[config.mk]
export PLATFORM = sky130hd
export DESIGN_NAME = transfer_controller_core
export DESIGN_NICKNAME = d
export VERILOG_FILES = /design/src/core/transfer_controller_pkg.sv /design/src/core/transfer_controller_core.sv /design/src/core/tc_fifo.sv /design/src/core/tc_bus_arbiter.sv
export VERILOG_INCLUDE_DIRS = /design/src /design/src/core
export SDC_FILE = /design/constraint.sdc
export NUM_CORES = 1
export LEC_CHECK = 0
export ABC_CLOCK_PERIOD_IN_PS = 13100
export BUFFER_PORTS_ARGS = -buffer_cell sky130_fd_sc_hd__buf_4
export CORE_UTILIZATION = 54
export DETAILED_ROUTE_END_ITERATION = 6
export GPL_ROUTABILITY_DRIVEN = 0
export MAX_ROUTING_LAYER = met4
export PLACE_DENSITY_LB_ADDON = 0.25
export SYNTH_ARGS = -nofsm -noshare
export SYNTH_HDL_FRONTEND = slang
export SYNTH_SLANG_ARGS = --single-unit
[constraint.sdc]
create_clock -name core_clk_i -period 13.1 [get_ports core_clk_i]
set_clock_uncertainty 0.05 [all_clocks]
set_input_delay 1.31 -clock core_clk_i [delete_from_list [all_inputs] [get_ports core_clk_i]]
set_output_delay 1.31 -clock core_clk_i [all_outputs]
set_load 0.05 [all_outputs]
[src/core/transfer_controller_consts.svh]
`ifndef TRANSFER_CONTROLLER_CONSTS_SVH
`define TRANSFER_CONTROLLER_CONSTS_SVH

// Descriptor window in on-chip RAM, reached over a 32-bit path
`define TC_RAM_WIN_LO 24'hFFEC00
`define TC_RAM_WIN_HI 24'hFFEFFF
// Byte distance between descriptor sets; a chained set follows directly
`define TC_DESC_STRIDE 24'h000010
`define TC_DESC_WORD 24'h000004
// Index of the last load half-step (three words, issue and capture); store ends at index 2
`define TC_LAST_IDX 3'h5

// Mode register field positions
`define TC_SRC_STEP_HI 7
`define TC_SRC_STEP_LO 6
`define TC_DST_STEP_HI 5
`define TC_DST_STEP_LO 4
`define TC_KIND_HI 3
`define TC_KIND_LO 2
`define TC_SIDE_BIT 1
`define TC_UNIT_BIT 0
// Second mode register flags
`define TC_CHAIN_BIT 7
`define TC_EVERY_BIT 6

// Transfer kinds
`define TC_KIND_NORMAL 2'h0
`define TC_KIND_REPEAT 2'h1
`define TC_KIND_BLOCK 2'h2

// Software activation occupies the channel after the interrupt sources
`define TC_NUM_SRC 8
`define TC_SW_CHAN 4'h8

// Data buffer shape
`define TC_FIFO_WIDTH 16
`define TC_FIFO_DEPTH 16

`endif

[src/core/transfer_controller_pkg.sv]
package transfer_controller_pkg;

    typedef enum logic [6:0] {
        ST_IDLE  = 7'h01,
        ST_GRANT = 7'h02,
        ST_LOAD  = 7'h04,
        ST_READ  = 7'h08,
        ST_WRITE = 7'h10,
        ST_STORE = 7'h20,
        ST_END   = 7'h40
    } tc_state_t;

    typedef struct packed {
        tc_state_t st;
        logic [3:0] chan;
        logic [23:0] desc_addr;
        logic [2:0] idx;
        logic [7:0] mode_a;
        logic [7:0] mode_b;
        logic [23:0] src_ptr;
        logic [23:0] dst_ptr;
        logic [15:0] count_a;
        logic [15:0] count_b;
        logic bus_req;
        logic ram_req;
        logic ram_we;
        logic [23:0] ram_addr;
        logic [31:0] ram_wdata;
        logic mem_rd;
        logic mem_wr;
        logic [23:0] mem_addr;
        logic mem_word;
        logic [15:0] mem_wdata;
        logic cpu_irq;
        logic act_clr;
        logic [3:0] act_clr_chan;
        logic chain_next;
    } tc_core_t;

    typedef struct packed {
        logic xfc_ack;
        logic cpu_ack;
    } arb_state_t;

endpackage : transfer_controller_pkg

[src/core/transfer_controller_core.sv]
// Contract
// - Request bus on activation; release after everything
// - Arbiter ranks this controller above CPU
// - Owner keeps bus until acknowledge withdrawn
// - CPU yields only between whole bus cycles
// - Sleeping CPU yields the bus immediately
// - Started by enabled interrupt or software
// - Descriptors in RAM window, 32-bit, one state
// - Load descriptor, transfer, write it back
// - Working registers invisible to the CPU
// - Source step: fixed, increment, decrement
// - Destination step: fixed, increment, decrement
// - Mode: normal, repeat, block; 11 prohibited
// - Side bit picks repeat or block area
// - Unit bit: byte or 16-bit word
// - One source triggers chained descriptor transfers
// - Runs at full speed always
// - Normal mode counter ends at zero
// - Interrupt every transfer or at end
`timescale 1ns/1ps
`include "transfer_controller_consts.svh"

module transfer_controller_core (
    input wire logic core_clk_i,
    input wire logic rst_i,
    input wire logic [`TC_NUM_SRC-1:0] src_irq_i,
    input wire logic [`TC_NUM_SRC-1:0] src_enable_i,
    input wire logic sw_start_i,
    input wire logic cpu_req_i,
    input wire logic cpu_boundary_i,
    input wire logic cpu_sleep_i,
    output logic cpu_ack_o,
    output logic xfc_ack_o,
    output logic ram_req_o,
    output logic ram_we_o,
    output logic [23:0] ram_addr_o,
    output logic [31:0] ram_wdata_o,
    input wire logic [31:0] ram_rdata_i,
    output logic mem_rd_o,
    output logic mem_wr_o,
    output logic [23:0] mem_addr_o,
    output logic mem_word_o,
    output logic [15:0] mem_wdata_o,
    input wire logic [15:0] mem_rdata_i,
    input wire logic mem_done_i,
    output logic cpu_irq_o,
    output logic act_clr_o,
    output logic [3:0] act_clr_chan_o
);

    transfer_controller_pkg::tc_core_t cur_ff;
    transfer_controller_pkg::tc_core_t nxt_ff;

    logic fifo_in_valid;
    logic fifo_in_ready;
    logic fifo_out_valid;
    logic fifo_out_ready;
    logic [15:0] fifo_out_data;
    logic xfc_ack;
    logic cpu_ack;
    logic [`TC_NUM_SRC-1:0] pending;

    // Arbiter keeps the controller ahead of the CPU
    tc_bus_arbiter u_arb (
        .core_clk_i(core_clk_i),
        .rst_i(rst_i),
        .xfc_req_i(cur_ff.bus_req),
        .cpu_req_i(cpu_req_i),
        .cpu_boundary_i(cpu_boundary_i),
        .cpu_sleep_i(cpu_sleep_i),
        .xfc_ack_o(xfc_ack),
        .cpu_ack_o(cpu_ack)
    );

    // Read data waits here until the write side drains it
    tc_fifo #(
        .WIDTH(`TC_FIFO_WIDTH),
        .DEPTH(`TC_FIFO_DEPTH)
    ) u_fifo (
        .core_clk_i(core_clk_i),
        .rst_i(rst_i),
        .in_valid_i(fifo_in_valid),
        .in_ready_o(fifo_in_ready),
        .in_data_i(mem_rdata_i),
        .out_valid_o(fifo_out_valid),
        .out_ready_i(fifo_out_ready),
        .out_data_o(fifo_out_data)
    );

    // Buffer handshakes follow the bus strobes
    assign pending = src_irq_i & src_enable_i;
    assign fifo_in_valid = (cur_ff.st == transfer_controller_pkg::ST_READ) && cur_ff.mem_rd
        && mem_done_i;
    assign fifo_out_ready = (cur_ff.st == transfer_controller_pkg::ST_WRITE) && !cur_ff.mem_wr;

    // Outputs straight from flip-flops
    assign cpu_ack_o = cpu_ack;
    assign xfc_ack_o = xfc_ack;
    assign ram_req_o = cur_ff.ram_req;
    assign ram_we_o = cur_ff.ram_we;
    assign ram_addr_o = cur_ff.ram_addr;
    assign ram_wdata_o = cur_ff.ram_wdata;
    assign mem_rd_o = cur_ff.mem_rd;
    assign mem_wr_o = cur_ff.mem_wr;
    assign mem_addr_o = cur_ff.mem_addr;
    assign mem_word_o = cur_ff.mem_word;
    assign mem_wdata_o = cur_ff.mem_wdata;
    assign cpu_irq_o = cur_ff.cpu_irq;
    assign act_clr_o = cur_ff.act_clr;
    assign act_clr_chan_o = cur_ff.act_clr_chan;

    // Pointer step of one unit: 1 for a byte, 2 for a word
    function automatic logic [23:0] unit_step(input logic word);
        unit_step = word ? 24'h000002 : 24'h000001;
    endfunction : unit_step

    // Apply a two-bit stepping code to a pointer
    function automatic logic [23:0] step_ptr(
        input logic [23:0] ptr,
        input logic [1:0] code,
        input logic [23:0] amt
    );
        if (!code[1]) begin
            step_ptr = ptr;
        end else if (code[0]) begin
            step_ptr = ptr - amt;
        end else begin
            step_ptr = ptr + amt;
        end
    endfunction : step_ptr

    // Lowest-numbered enabled source wins; software comes last
    function automatic logic [3:0] pick_chan(input logic [`TC_NUM_SRC-1:0] req);
        logic [3:0] c;
        c = `TC_SW_CHAN;
        for (int i = `TC_NUM_SRC - 1; i >= 0; i--) begin
            if (req[i]) begin
                c = 4'(i);
            end
        end
        pick_chan = c;
    endfunction : pick_chan

    logic [1:0] kind;
    logic side_src;
    logic word;
    logic [1:0] src_code;
    logic [1:0] dst_code;
    logic [23:0] step;
    logic [23:0] area_len;
    logic [23:0] src_moved;
    logic [23:0] dst_moved;
    logic [7:0] low_left;
    logic [15:0] full_left;
    logic [15:0] blk_left;
    logic unit_end;
    logic seq_end;
    logic every;
    logic chain;

    // Decode of the loaded mode and the effect of finishing one unit
    always_comb begin
        kind = cur_ff.mode_a[`TC_KIND_HI:`TC_KIND_LO];
        side_src = cur_ff.mode_a[`TC_SIDE_BIT];
        word = cur_ff.mode_a[`TC_UNIT_BIT];
        src_code = cur_ff.mode_a[`TC_SRC_STEP_HI:`TC_SRC_STEP_LO];
        dst_code = cur_ff.mode_a[`TC_DST_STEP_HI:`TC_DST_STEP_LO];
        every = cur_ff.mode_b[`TC_EVERY_BIT];
        chain = cur_ff.mode_b[`TC_CHAIN_BIT];
        step = unit_step(word);
        // Length of a repeat or block area, used to walk the pointer back
        area_len = word ? {15'h0000, cur_ff.count_a[15:8], 1'b0}
            : {16'h0000, cur_ff.count_a[15:8]};
        src_moved = step_ptr(cur_ff.src_ptr, src_code, step);
        dst_moved = step_ptr(cur_ff.dst_ptr, dst_code, step);
        low_left = cur_ff.count_a[7:0] - 8'h01;
        full_left = cur_ff.count_a - 16'h0001;
        blk_left = cur_ff.count_b - 16'h0001;
        unit_end = (low_left == 8'h00);
        case (kind)
            `TC_KIND_NORMAL: seq_end = (full_left == 16'h0000);
            `TC_KIND_BLOCK: seq_end = unit_end && (blk_left == 16'h0000);
            default: seq_end = 1'b0; // Repeat never runs out
        endcase
    end

    // Main sequence: grant, load, move, write back, release
    always_comb begin
        nxt_ff = cur_ff;
        nxt_ff.act_clr = 1'b0;
        nxt_ff.cpu_irq = 1'b0;
        nxt_ff.ram_req = 1'b0;
        nxt_ff.ram_we = 1'b0;
        case (cur_ff.st)
            transfer_controller_pkg::ST_IDLE: begin
                if ((|pending) || sw_start_i) begin
                    nxt_ff.chan = pick_chan(pending);
                    nxt_ff.desc_addr = `TC_RAM_WIN_LO
                        + {16'h0000, pick_chan(pending), 4'h0};
                    nxt_ff.bus_req = 1'b1;
                    nxt_ff.st = transfer_controller_pkg::ST_GRANT;
                end
            end
            transfer_controller_pkg::ST_GRANT: begin
                // Bus is ours only while the acknowledge stands
                if (xfc_ack) begin
                    nxt_ff.idx = 3'h0;
                    nxt_ff.st = transfer_controller_pkg::ST_LOAD;
                end
            end
            transfer_controller_pkg::ST_LOAD: begin
                // Even steps issue a one-state read, odd steps capture it
                nxt_ff.idx = cur_ff.idx + 3'h1;
                if (!cur_ff.idx[0]) begin
                    nxt_ff.ram_req = 1'b1;
                    nxt_ff.ram_addr = cur_ff.desc_addr
                        + (`TC_DESC_WORD * {22'h000000, cur_ff.idx[2:1]});
                end else begin
                    case (cur_ff.idx[2:1])
                        2'h0: begin
                            nxt_ff.mode_a = ram_rdata_i[31:24];
                            nxt_ff.src_ptr = ram_rdata_i[23:0];
                        end
                        2'h1: begin
                            nxt_ff.mode_b = ram_rdata_i[31:24];
                            nxt_ff.dst_ptr = ram_rdata_i[23:0];
                        end
                        default: begin
                            nxt_ff.count_a = ram_rdata_i[31:16];
                            nxt_ff.count_b = ram_rdata_i[15:0];
                        end
                    endcase
                end
                if (cur_ff.idx == `TC_LAST_IDX) begin
                    nxt_ff.st = transfer_controller_pkg::ST_READ;
                end
            end
            transfer_controller_pkg::ST_READ: begin
                // No read starts unless the buffer can take its data
                if (!cur_ff.mem_rd && fifo_in_ready) begin
                    nxt_ff.mem_rd = 1'b1;
                    nxt_ff.mem_addr = cur_ff.src_ptr;
                    nxt_ff.mem_word = word;
                end else if (cur_ff.mem_rd && mem_done_i) begin
                    nxt_ff.mem_rd = 1'b0;
                    nxt_ff.st = transfer_controller_pkg::ST_WRITE;
                end
            end
            transfer_controller_pkg::ST_WRITE: begin
                if (!cur_ff.mem_wr && fifo_out_valid) begin
                    nxt_ff.mem_wr = 1'b1;
                    nxt_ff.mem_addr = cur_ff.dst_ptr;
                    nxt_ff.mem_wdata = fifo_out_data;
                end else if (cur_ff.mem_wr && mem_done_i) begin
                    nxt_ff.mem_wr = 1'b0;
                    nxt_ff.src_ptr = src_moved;
                    nxt_ff.dst_ptr = dst_moved;
                    nxt_ff.st = transfer_controller_pkg::ST_STORE;
                    case (kind)
                        `TC_KIND_NORMAL: begin
                            nxt_ff.count_a = full_left;
                        end
                        default: begin
                            nxt_ff.count_a[7:0] = low_left;
                            if (unit_end) begin
                                // Area finished: reload and walk back the area side
                                nxt_ff.count_a[7:0] = cur_ff.count_a[15:8];
                                if (side_src) begin
                                    nxt_ff.src_ptr = step_ptr(src_moved,
                                        {src_code[1], ~src_code[0]}, area_len);
                                end else begin
                                    nxt_ff.dst_ptr = step_ptr(dst_moved,
                                        {dst_code[1], ~dst_code[0]}, area_len);
                                end
                                if (kind == `TC_KIND_BLOCK) begin
                                    nxt_ff.count_b = blk_left;
                                end
                            end else if (kind == `TC_KIND_BLOCK) begin
                                // A block runs to its end within one activation
                                nxt_ff.st = transfer_controller_pkg::ST_READ;
                            end
                        end
                    endcase
                    if (nxt_ff.st == transfer_controller_pkg::ST_STORE) begin
                        nxt_ff.cpu_irq = (seq_end || every) && !chain;
                        nxt_ff.act_clr = (seq_end || every) && !chain;
                        nxt_ff.act_clr_chan = cur_ff.chan;
                        nxt_ff.chain_next = chain;
                        nxt_ff.idx = 3'h0;
                    end
                end
            end
            transfer_controller_pkg::ST_STORE: begin
                // Updated set goes back to RAM, one word per state
                nxt_ff.idx = cur_ff.idx + 3'h1;
                nxt_ff.ram_req = 1'b1;
                nxt_ff.ram_we = 1'b1;
                nxt_ff.ram_addr = cur_ff.desc_addr
                    + (`TC_DESC_WORD * {22'h000000, cur_ff.idx[1:0]});
                case (cur_ff.idx[1:0])
                    2'h0: nxt_ff.ram_wdata = {cur_ff.mode_a, cur_ff.src_ptr};
                    2'h1: nxt_ff.ram_wdata = {cur_ff.mode_b, cur_ff.dst_ptr};
                    default: nxt_ff.ram_wdata = {cur_ff.count_a, cur_ff.count_b};
                endcase
                if (cur_ff.idx == 3'h2) begin
                    if (cur_ff.chain_next) begin
                        // Next set follows; the bus stays ours
                        nxt_ff.desc_addr = cur_ff.desc_addr + `TC_DESC_STRIDE;
                        nxt_ff.idx = 3'h0;
                        nxt_ff.st = transfer_controller_pkg::ST_LOAD;
                    end else begin
                        nxt_ff.bus_req = 1'b0;
                        nxt_ff.st = transfer_controller_pkg::ST_END;
                    end
                end
            end
            transfer_controller_pkg::ST_END: begin
                // Wait for the acknowledge to fall so a new start is clean
                if (!xfc_ack) begin
                    nxt_ff.st = transfer_controller_pkg::ST_IDLE;
                end
            end
            default: begin
                nxt_ff = '0;
                nxt_ff.st = transfer_controller_pkg::ST_IDLE;
            end
        endcase
    end

    // Always on the full-rate clock; no divided enable reaches this block
    always_ff @(posedge core_clk_i or posedge rst_i) begin
        if (rst_i) begin
            cur_ff <= '0;
            cur_ff.st <= transfer_controller_pkg::ST_IDLE;
        end else begin
            cur_ff <= nxt_ff;
        end
    end

endmodule : transfer_controller_core

[src/core/tc_fifo.sv]
`timescale 1ns/1ps

module tc_fifo #(
    parameter int WIDTH = 16,
    parameter int DEPTH = 16,
    parameter int AW = $clog2(DEPTH)
) (
    input wire logic core_clk_i,
    input wire logic rst_i,
    input wire logic in_valid_i,
    output logic in_ready_o,
    input wire logic [WIDTH-1:0] in_data_i,
    output logic out_valid_o,
    input wire logic out_ready_i,
    output logic [WIDTH-1:0] out_data_o
);

    typedef struct packed {
        logic [AW-1:0] wr_ptr;
        logic [AW-1:0] rd_ptr;
        logic [AW:0] fill;
    } fifo_state_t;

    fifo_state_t cur_ff;
    fifo_state_t nxt_ff;
    logic [WIDTH-1:0] mem [DEPTH];
    logic push;
    logic pop;

    // Full and empty come straight from the fill count, so they never lie
    assign in_ready_o = (cur_ff.fill != (AW+1)'(DEPTH));
    assign out_valid_o = (cur_ff.fill != '0);
    assign out_data_o = mem[cur_ff.rd_ptr];
    assign push = in_valid_i & in_ready_o;
    assign pop = out_valid_o & out_ready_i;

    // Pointer and fill update
    always_comb begin
        nxt_ff = cur_ff;
        if (push) begin
            nxt_ff.wr_ptr = cur_ff.wr_ptr + 1'b1;
        end
        if (pop) begin
            nxt_ff.rd_ptr = cur_ff.rd_ptr + 1'b1;
        end
        nxt_ff.fill = cur_ff.fill + (AW+1)'(push) - (AW+1)'(pop);
    end

    always_ff @(posedge core_clk_i or posedge rst_i) begin
        if (rst_i) begin
            cur_ff <= '0;
        end else begin
            cur_ff <= nxt_ff;
        end
    end

    // Storage has no reset; only written words are ever read
    always_ff @(posedge core_clk_i) begin
        if (push) begin
            mem[cur_ff.wr_ptr] <= in_data_i;
        end
    end

endmodule : tc_fifo

[src/core/tc_bus_arbiter.sv]
`timescale 1ns/1ps

module tc_bus_arbiter (
    input wire logic core_clk_i,
    input wire logic rst_i,
    input wire logic xfc_req_i,
    input wire logic cpu_req_i,
    input wire logic cpu_boundary_i,
    input wire logic cpu_sleep_i,
    output logic xfc_ack_o,
    output logic cpu_ack_o
);

    transfer_controller_pkg::arb_state_t cur_ff;
    transfer_controller_pkg::arb_state_t nxt_ff;

    assign xfc_ack_o = cur_ff.xfc_ack;
    assign cpu_ack_o = cur_ff.cpu_ack;

    // The CPU yields only between whole bus cycles, or at once when asleep
    always_comb begin
        nxt_ff = cur_ff;
        if (cur_ff.xfc_ack) begin
            if (!xfc_req_i) begin
                nxt_ff.xfc_ack = 1'b0;
            end
        end else if (xfc_req_i && (!cur_ff.cpu_ack || cpu_boundary_i || cpu_sleep_i)) begin
            nxt_ff.xfc_ack = 1'b1;
            nxt_ff.cpu_ack = 1'b0;
        end else begin
            nxt_ff.cpu_ack = cpu_req_i;
        end
    end

    always_ff @(posedge core_clk_i or posedge rst_i) begin
        if (rst_i) begin
            cur_ff <= '0;
        end else begin
            cur_ff <= nxt_ff;
        end
    end

endmodule : tc_bus_arbiter

== Word level (Yosys, flattened, before mapping) ==
Memories as Yosys holds them, arrays and structs flattened.
Index checks and enable logic that the tools add are counted.

* Bits in registers: 258
* Bits in latches: 0
* RAM bits: 256
* ROM bits: 0
* Input bits: 71
* Output and inout port bits: 109
* Word-level logic and storage cells: 256
* Memories kept: 1

{| class="wikitable"
|+ Memories
! memory !! words !! width !! read ports !! clocked after memory_dff !! wr ports !! RTL line !! text
|-
| u_fifo.mem || 16 || 16 || 1 || 0 || 1 || tc_fifo.sv:26 || <nowiki>logic [WIDTH-1:0] mem [DEPTH];</nowiki>
|}

* Add/subtract/negate cells: 20
* Multipliers: 0
* Divide/modulo/power cells: 0
* Magnitude comparators: 0
* Equality and inequality tests: 39
* Shift operators: 0
* Mux-type cells: 98
* Bitwise logic cells: 12
* Reduce and logical (&&, ||, !) cells: 56

{| class="wikitable"
|+ Operator list
! kind !! number
|-
| two-way mux 24 bit || 15
|-
| one-hot mux 80 bit (3 select lines) || 1
|-
| one-hot mux 24 bit (3 select lines) || 3
|-
| two-way mux 80 bit || 2
|-
| one-hot mux 32 bit (2 select lines) || 2
|-
| two-way mux 7 bit || 17
|-
| two-way mux 48 bit || 2
|-
| two-way mux 96 bit || 1
|-
| two-way mux 27 bit || 2
|-
| one-hot mux 7 bit (7 select lines) || 1
|-
| adder 24 x 2 -> 24 bit || 2
|-
| adder 24 x 4 -> 24 bit || 2
|-
| adder 24 x 9 -> 24 bit || 2
|-
| two-way mux 16 bit || 3
|-
| subtractor 24 x 2 -> 24 bit || 2
|-
| subtractor 24 x 9 -> 24 bit || 2
|-
| one-hot mux 23 bit (2 select lines) || 1
|-
| two-way mux 4 bit || 10
|-
| two-way mux 35 bit || 1
|-
| logical NOT 16 bit || 2
|-
| two-way mux 32 bit || 1
|-
| two-way mux 8 bit || 4
|-
| one-hot mux 16 bit (2 select lines) || 1
|-
| subtractor 16 x 1 -> 16 bit, second input constant || 2
|-
| 53 further kinds || 144
|}

== Depth between registers and ports, before layout ==
* Depth after elaboration: 14
* Mapped depth: 25

== Cells and area by module ==
Synthesis repeated with hierarchy kept, for this count alone.

* Cell total of the unflattened synthesis: 2917
* Area, all modules: 29442.0 sq um

{| class="wikitable"
|+ Modules (own cells, without submodules)
! module !! instances !! cells an instance !! area each (sq um) !! seq. area each (sq um)
|-
| transfer_controller_core || 1 || 2357 || 18714.2 || 5906.9
|-
| tc_fifo || 1 || 552 || 10631.4 || 8012.7
|-
| tc_bus_arbiter || 1 || 8 || 96.3 || 50.0
|}

== Least setup slack after synthesis ==
Ideal clock, no wire load.

* Path kind: reg-to-reg
* From: reg cur_ff[197] (netlist name)
* To: reg cur_ff[188] (netlist name)
* Data arrival time: 5454 ps
* Required time: 12960 ps
* Path slack: 7506 ps
* Cell stages (with the launch flop): 26
* Period minus slack after synthesis: 5594 ps
* Path through: dfrtp_1 clkbuf_1 buf_1 clkbuf_1 nor2b_1 fa_1 a21o_1 a21oi_1 o21a_1 o31ai_1 a2111oi_0 o31ai_1 a21o_1 a21oi_1 xnor2_1 mux2_2 ha_1 nand2_1 o21ai_0 a21oi_1 o21ai_0 o22ai_1 xnor2_1 and3_1 or2_1 o221ai_1

* Cells in the longest elaborated chain, start to end: 13

{| class="wikitable"
|+ RTL lines
! element !! RTL line !! text
|-
| start: declaration || transfer_controller_core.sv:51 || <nowiki>transfer_controller_pkg::tc_core_t cur_ff;</nowiki>
|-
| start signal: assignment || transfer_controller_core.sv:336 || <nowiki>cur_ff <= nxt_ff;</nowiki>
|-
| two-way mux 2 bit || transfer_controller_core.sv:114 || <nowiki>unit_step = word ? 24'h000002 : 24'h000001;</nowiki>
|-
| adder 24 x 2 -> 24 bit / subtractor 24 x 2 -> 24 bit (equally long branches) || transfer_controller_core.sv:128, transfer_controller_core.sv:126 ||
|-
| two-way mux 24 bit || transfer_controller_core.sv:125 || <nowiki>end else if (code[0]) begin</nowiki>
|-
| two-way mux 24 bit || transfer_controller_core.sv:123 || <nowiki>if (!code[1]) begin</nowiki>
|-
| subtractor 24 x 9 -> 24 bit / adder 24 x 9 -> 24 bit (equally long branches) || transfer_controller_core.sv:126, transfer_controller_core.sv:128 ||
|-
| two-way mux 24 bit || transfer_controller_core.sv:125 ||
|-
| two-way mux 24 bit || transfer_controller_core.sv:123 ||
|-
| two-way mux 24 bit || transfer_controller_core.sv:268 || <nowiki>if (side_src) begin</nowiki>
|-
| two-way mux 48 bit || transfer_controller_core.sv:265 || <nowiki>if (unit_end) begin</nowiki>
|-
| two-way mux 48 bit (*) || transfer_controller_core.sv:259 || <nowiki>case (kind)</nowiki>
|-
| two-way mux 80 bit (*) || transfer_controller_core.sv:254 || <nowiki>end else if (cur_ff.mem_wr && mem_done_i) begin</nowiki>
|-
| two-way mux 80 bit (*) || transfer_controller_core.sv:250 || <nowiki>if (!cur_ff.mem_wr && fifo_out_valid) begin</nowiki>
|-
| one-hot mux 80 bit (3 select lines) (*) || transfer_controller_core.sv:194 || <nowiki>case (cur_ff.st)</nowiki>
|}

Mark *: on every way between the ends. The rest lies on a longest branch, timed or not. The select of a mux whose other input is x is not followed.
A chain may end at the register's enable or synchronous reset.

== Final worst setup path ==
Ends and elaborated chain as after synthesis.

==> results.tsv <==
metric	value	unit
wire_per_inst	23.7	um
yosys.area.top_type	edfxtp_1	
grt_overflow_total	0	
synth_top_cells_by_area	edfxtp_1 (27%), dfrtp_1 (22%), mux4_2 (6.3%), ha_1 (5.1%), a21oi_1 (4.1%)	
synth.area.mux_share	8.38	%
async_flop_share	49.5	%
area_growth	10.9	%
worstReg2RegEnd	cur_ff[188]	
design_area	31800	um2
fp.dieW	232	um
syn_area	28700	um2
synth_compound_area_share	17.0	%
fin_crit_sh	49.9	%
core_area	52600	um2
nNetsFinal	2883	
ir_drop	0.127	mV
grt_usage	30.9	%
root_buffer	clkbuf_16	
ys_seq_elements	507	
max_freq	0.153	GHz
hold_ws	0.419	ns
drv_slew	0	
postCtsSetupBuffers	0	
rr_worst_depth	24	
cts_tree	yes	
cts_max_level	2	
seq_area_frac_synth	48.7	%
synth_ff_type	edfxtp_1	
post-route-drc-count	0	
outcome	complete, no violations	
postRouteAntennaNets	0	
initialDrtViolationCount	2244	
fin_cells	3426	
synth_edf_count	256	
critPathLaunch	cur_ff[197]	
rsz0062_at_grt	no	
tightest_slew	1.20	ns
critPathMaxFanout	27	
post_dp_cell_area	29900	um2
chipHeight	232	um
grt_max_degree	135	
die_area	54100	um2
postCtsHoldBufs	0	
holdPathStages	2	
synthSimpleGateAreaFrac	11.9	%
startpoint_type	flip-flop	
via_count	22100	
cp.arrival	6.94	ns
leakage	13.3	nW
wirelength	81200	um
synth_adder_area_share	5.41	%
num_io_pins	180	
r2r_start	cur_ff[197]	
synth_cell_types	85	
r2r_setup_slack	6.56	ns
start_util	54.6	%
port_buffers	177	
antenna_found_initial	2	
critPathCapture	cur_ff[188]	
required	13.51	ns
finalHoldViolations	0	
yosys.area_share.xor_xnor	3.42	%
finalSetupViolCount	0	
clk_pin_slew	0.07	ns
dp_hpwl	55200	um
crit_type	reg -> reg	
drive_gt1_share	16.7	%
grt_pass1_wl	124000	um
maxCapViolCount	0	
cts_buffers	53	
hold_path.class	reg -> reg	
synth_top_area_share	26.8	%
synth_top_family_by_area	compound AO/OA/AOI/OAI gates	
yosysMostFrequentCell	edfxtp_1	
cp-end-kind	flip-flop	
cts_sinks	507	
clk_latency	0.62	ns
rows	84	
period_minus_slack	6.54	ns
routed_via_density	6.46	
yosysWarnings	0	
dp_cells	3324	
postSynthAreaPerCell	10.8	um2
p_per_area	205	nW/um2
ctsResizeCount	0	
synthTopCellsByCount	edfxtp_1 (256), dfrtp_1 (250), nand2_1 (240), a21oi_1 (235), nor2_1 (207)	
slew_headroom	19.9	%
firstDrtPassIters	6	
ctsLongestPathBuffers	3	
synthCells	2665	
grt_pass1_vias	21300	
tns	0	ns
## per-layer routing
metal  part of all wire [%]  track usage [%]
met5                      0                -
met4                    4.6             13.6
met3                    9.1             5.36
met2                     47             47.9
met1                     39             39.9
## worst min-delay path by stage
stage,start,end,slack [ns]
after floorplan,ram_addr_o[10],ram_addr_o[10],0.39
after global routing,ram_addr_o[21],ram_addr_o[21],0.44
after global placement,ram_addr_o[6],ram_addr_o[6],0.40
after detailed placement,ram_addr_o[12],ram_addr_o[12],0.41
after CTS,ram_addr_o[12],ram_addr_o[12],0.42
final,ram_addr_o[4],ram_addr_o[4],0.42
## cells by family (layout without fill, tap and decap cells)
family	Yosys count	after routing
AO/OA/AOI/OAI	771	771
XOR/XNOR	112	112
AND/OR/NAND/NOR	724	724
buffers and inverters	294	364
multiplexers	135	135
adder cells (fa/ha/maj)	121	121
other	1	4
flip-flops	507	507
## stage by stage
stage                     setup WS, ns  total power [W]  util, %
final                             6.56          0.00652     60.6
after global routing              6.04          0.00687     60.6
after CTS                         6.70          0.00649     60.5
after detailed placement          6.75          0.00484     56.8
after global placement            6.89          0.00474     56.8
after floorplan                   4.84          0.00414        -
## power by group
| part | internal [W] | switching, W |
|---|---|---|
| clock | 0.000990 | 0.000661 |
| combinational | 0.000988 | 0.00184 |
| sequential | 0.00184 | 0.000205 |
## worst max-delay path: stages (launching register included)
cell and delay [ns]:
dfrtp_1 0.88, clkinv_1 0.53, ha_1 0.36, inv_1 0.07
fa_1 0.21, a21o_1 0.13, a21oi_1 0.11, o21a_1 0.21
o31ai_1 0.31, a2111oi_0 0.21, o31ai_1 0.64, a21o_1 0.21
a21oi_1 0.07, xnor2_1 0.14, mux2_2 0.27, ha_1 0.34
a21oi_1 0.17, o21ai_0 0.09, a21oi_1 0.28, o21ai_0 0.25
o22ai_1 0.20, xnor2_1 0.15, a21oi_1 0.10, nor3_1 0.24
o221ai_1 0.14
## layout make-up
class                           count  area (um2)
Clock buffer                       75        1550
Sequential cell                   507       14000
Antenna cell                        2        5.00
Inverter                           53         206
Multi-Input combinational cell   1865       13200
Clock inverter                     25         395
Tap cell                          688         861
Fill cell                        4126       20700
Timing Repair Buffer              211        1580
## layout by cell type (no fill, tap or decap), types with 20 or more instances in the layout
| cell | Yosys | routed |
|---|---|---|
| a21oi_1 | 235 | 235 |
| buf_4 | 102 | 211 |
| a22oi_1 | 28 | 28 |
| xnor2_1 | 76 | 76 |
| nand2_1 | 240 | 240 |
| a22o_1 | 76 | 76 |
| inv_1 | 51 | 50 |
| mux2_2 | 42 | 42 |
| o21ai_0 | 197 | 197 |
| and2_1 | 34 | 34 |
| mux4_2 | 80 | 80 |
| and3_1 | 27 | 26 |
| ha_1 | 116 | 116 |
| nand3_1 | 48 | 48 |
| a21o_1 | 50 | 50 |
| nand2b_1 | 20 | 20 |
| dfrtp_1 | 250 | 247 |
| edfxtp_1 | 256 | 256 |
| a31oi_1 | 30 | 30 |
| nor2b_1 | 33 | 33 |
| nor2_1 | 207 | 205 |
| xor2_1 | 36 | 36 |
| nor3_1 | 33 | 33 |
| clkbuf_16 | 0 | 53 |
## state kept, by name, summed over array words and instances, names as in the netlist
register	flops
act_clr_chan_o	4
ram_we_o	1
u_fifo.cur_ff	13
mem_addr_o	24
u_arb.cpu_ack_o	1
act_clr_o	1
ram_wdata_o	32
mem_wr_o	1
mem_word_o	1
chain	1
mem_rd_o	1
mem_wdata_o	16
u_arb.xfc_ack_o	1
cur_ff	131
ram_addr_o	22
u_fifo.mem	256
ram_req_o	1
(Power assumes the default switching activity.)
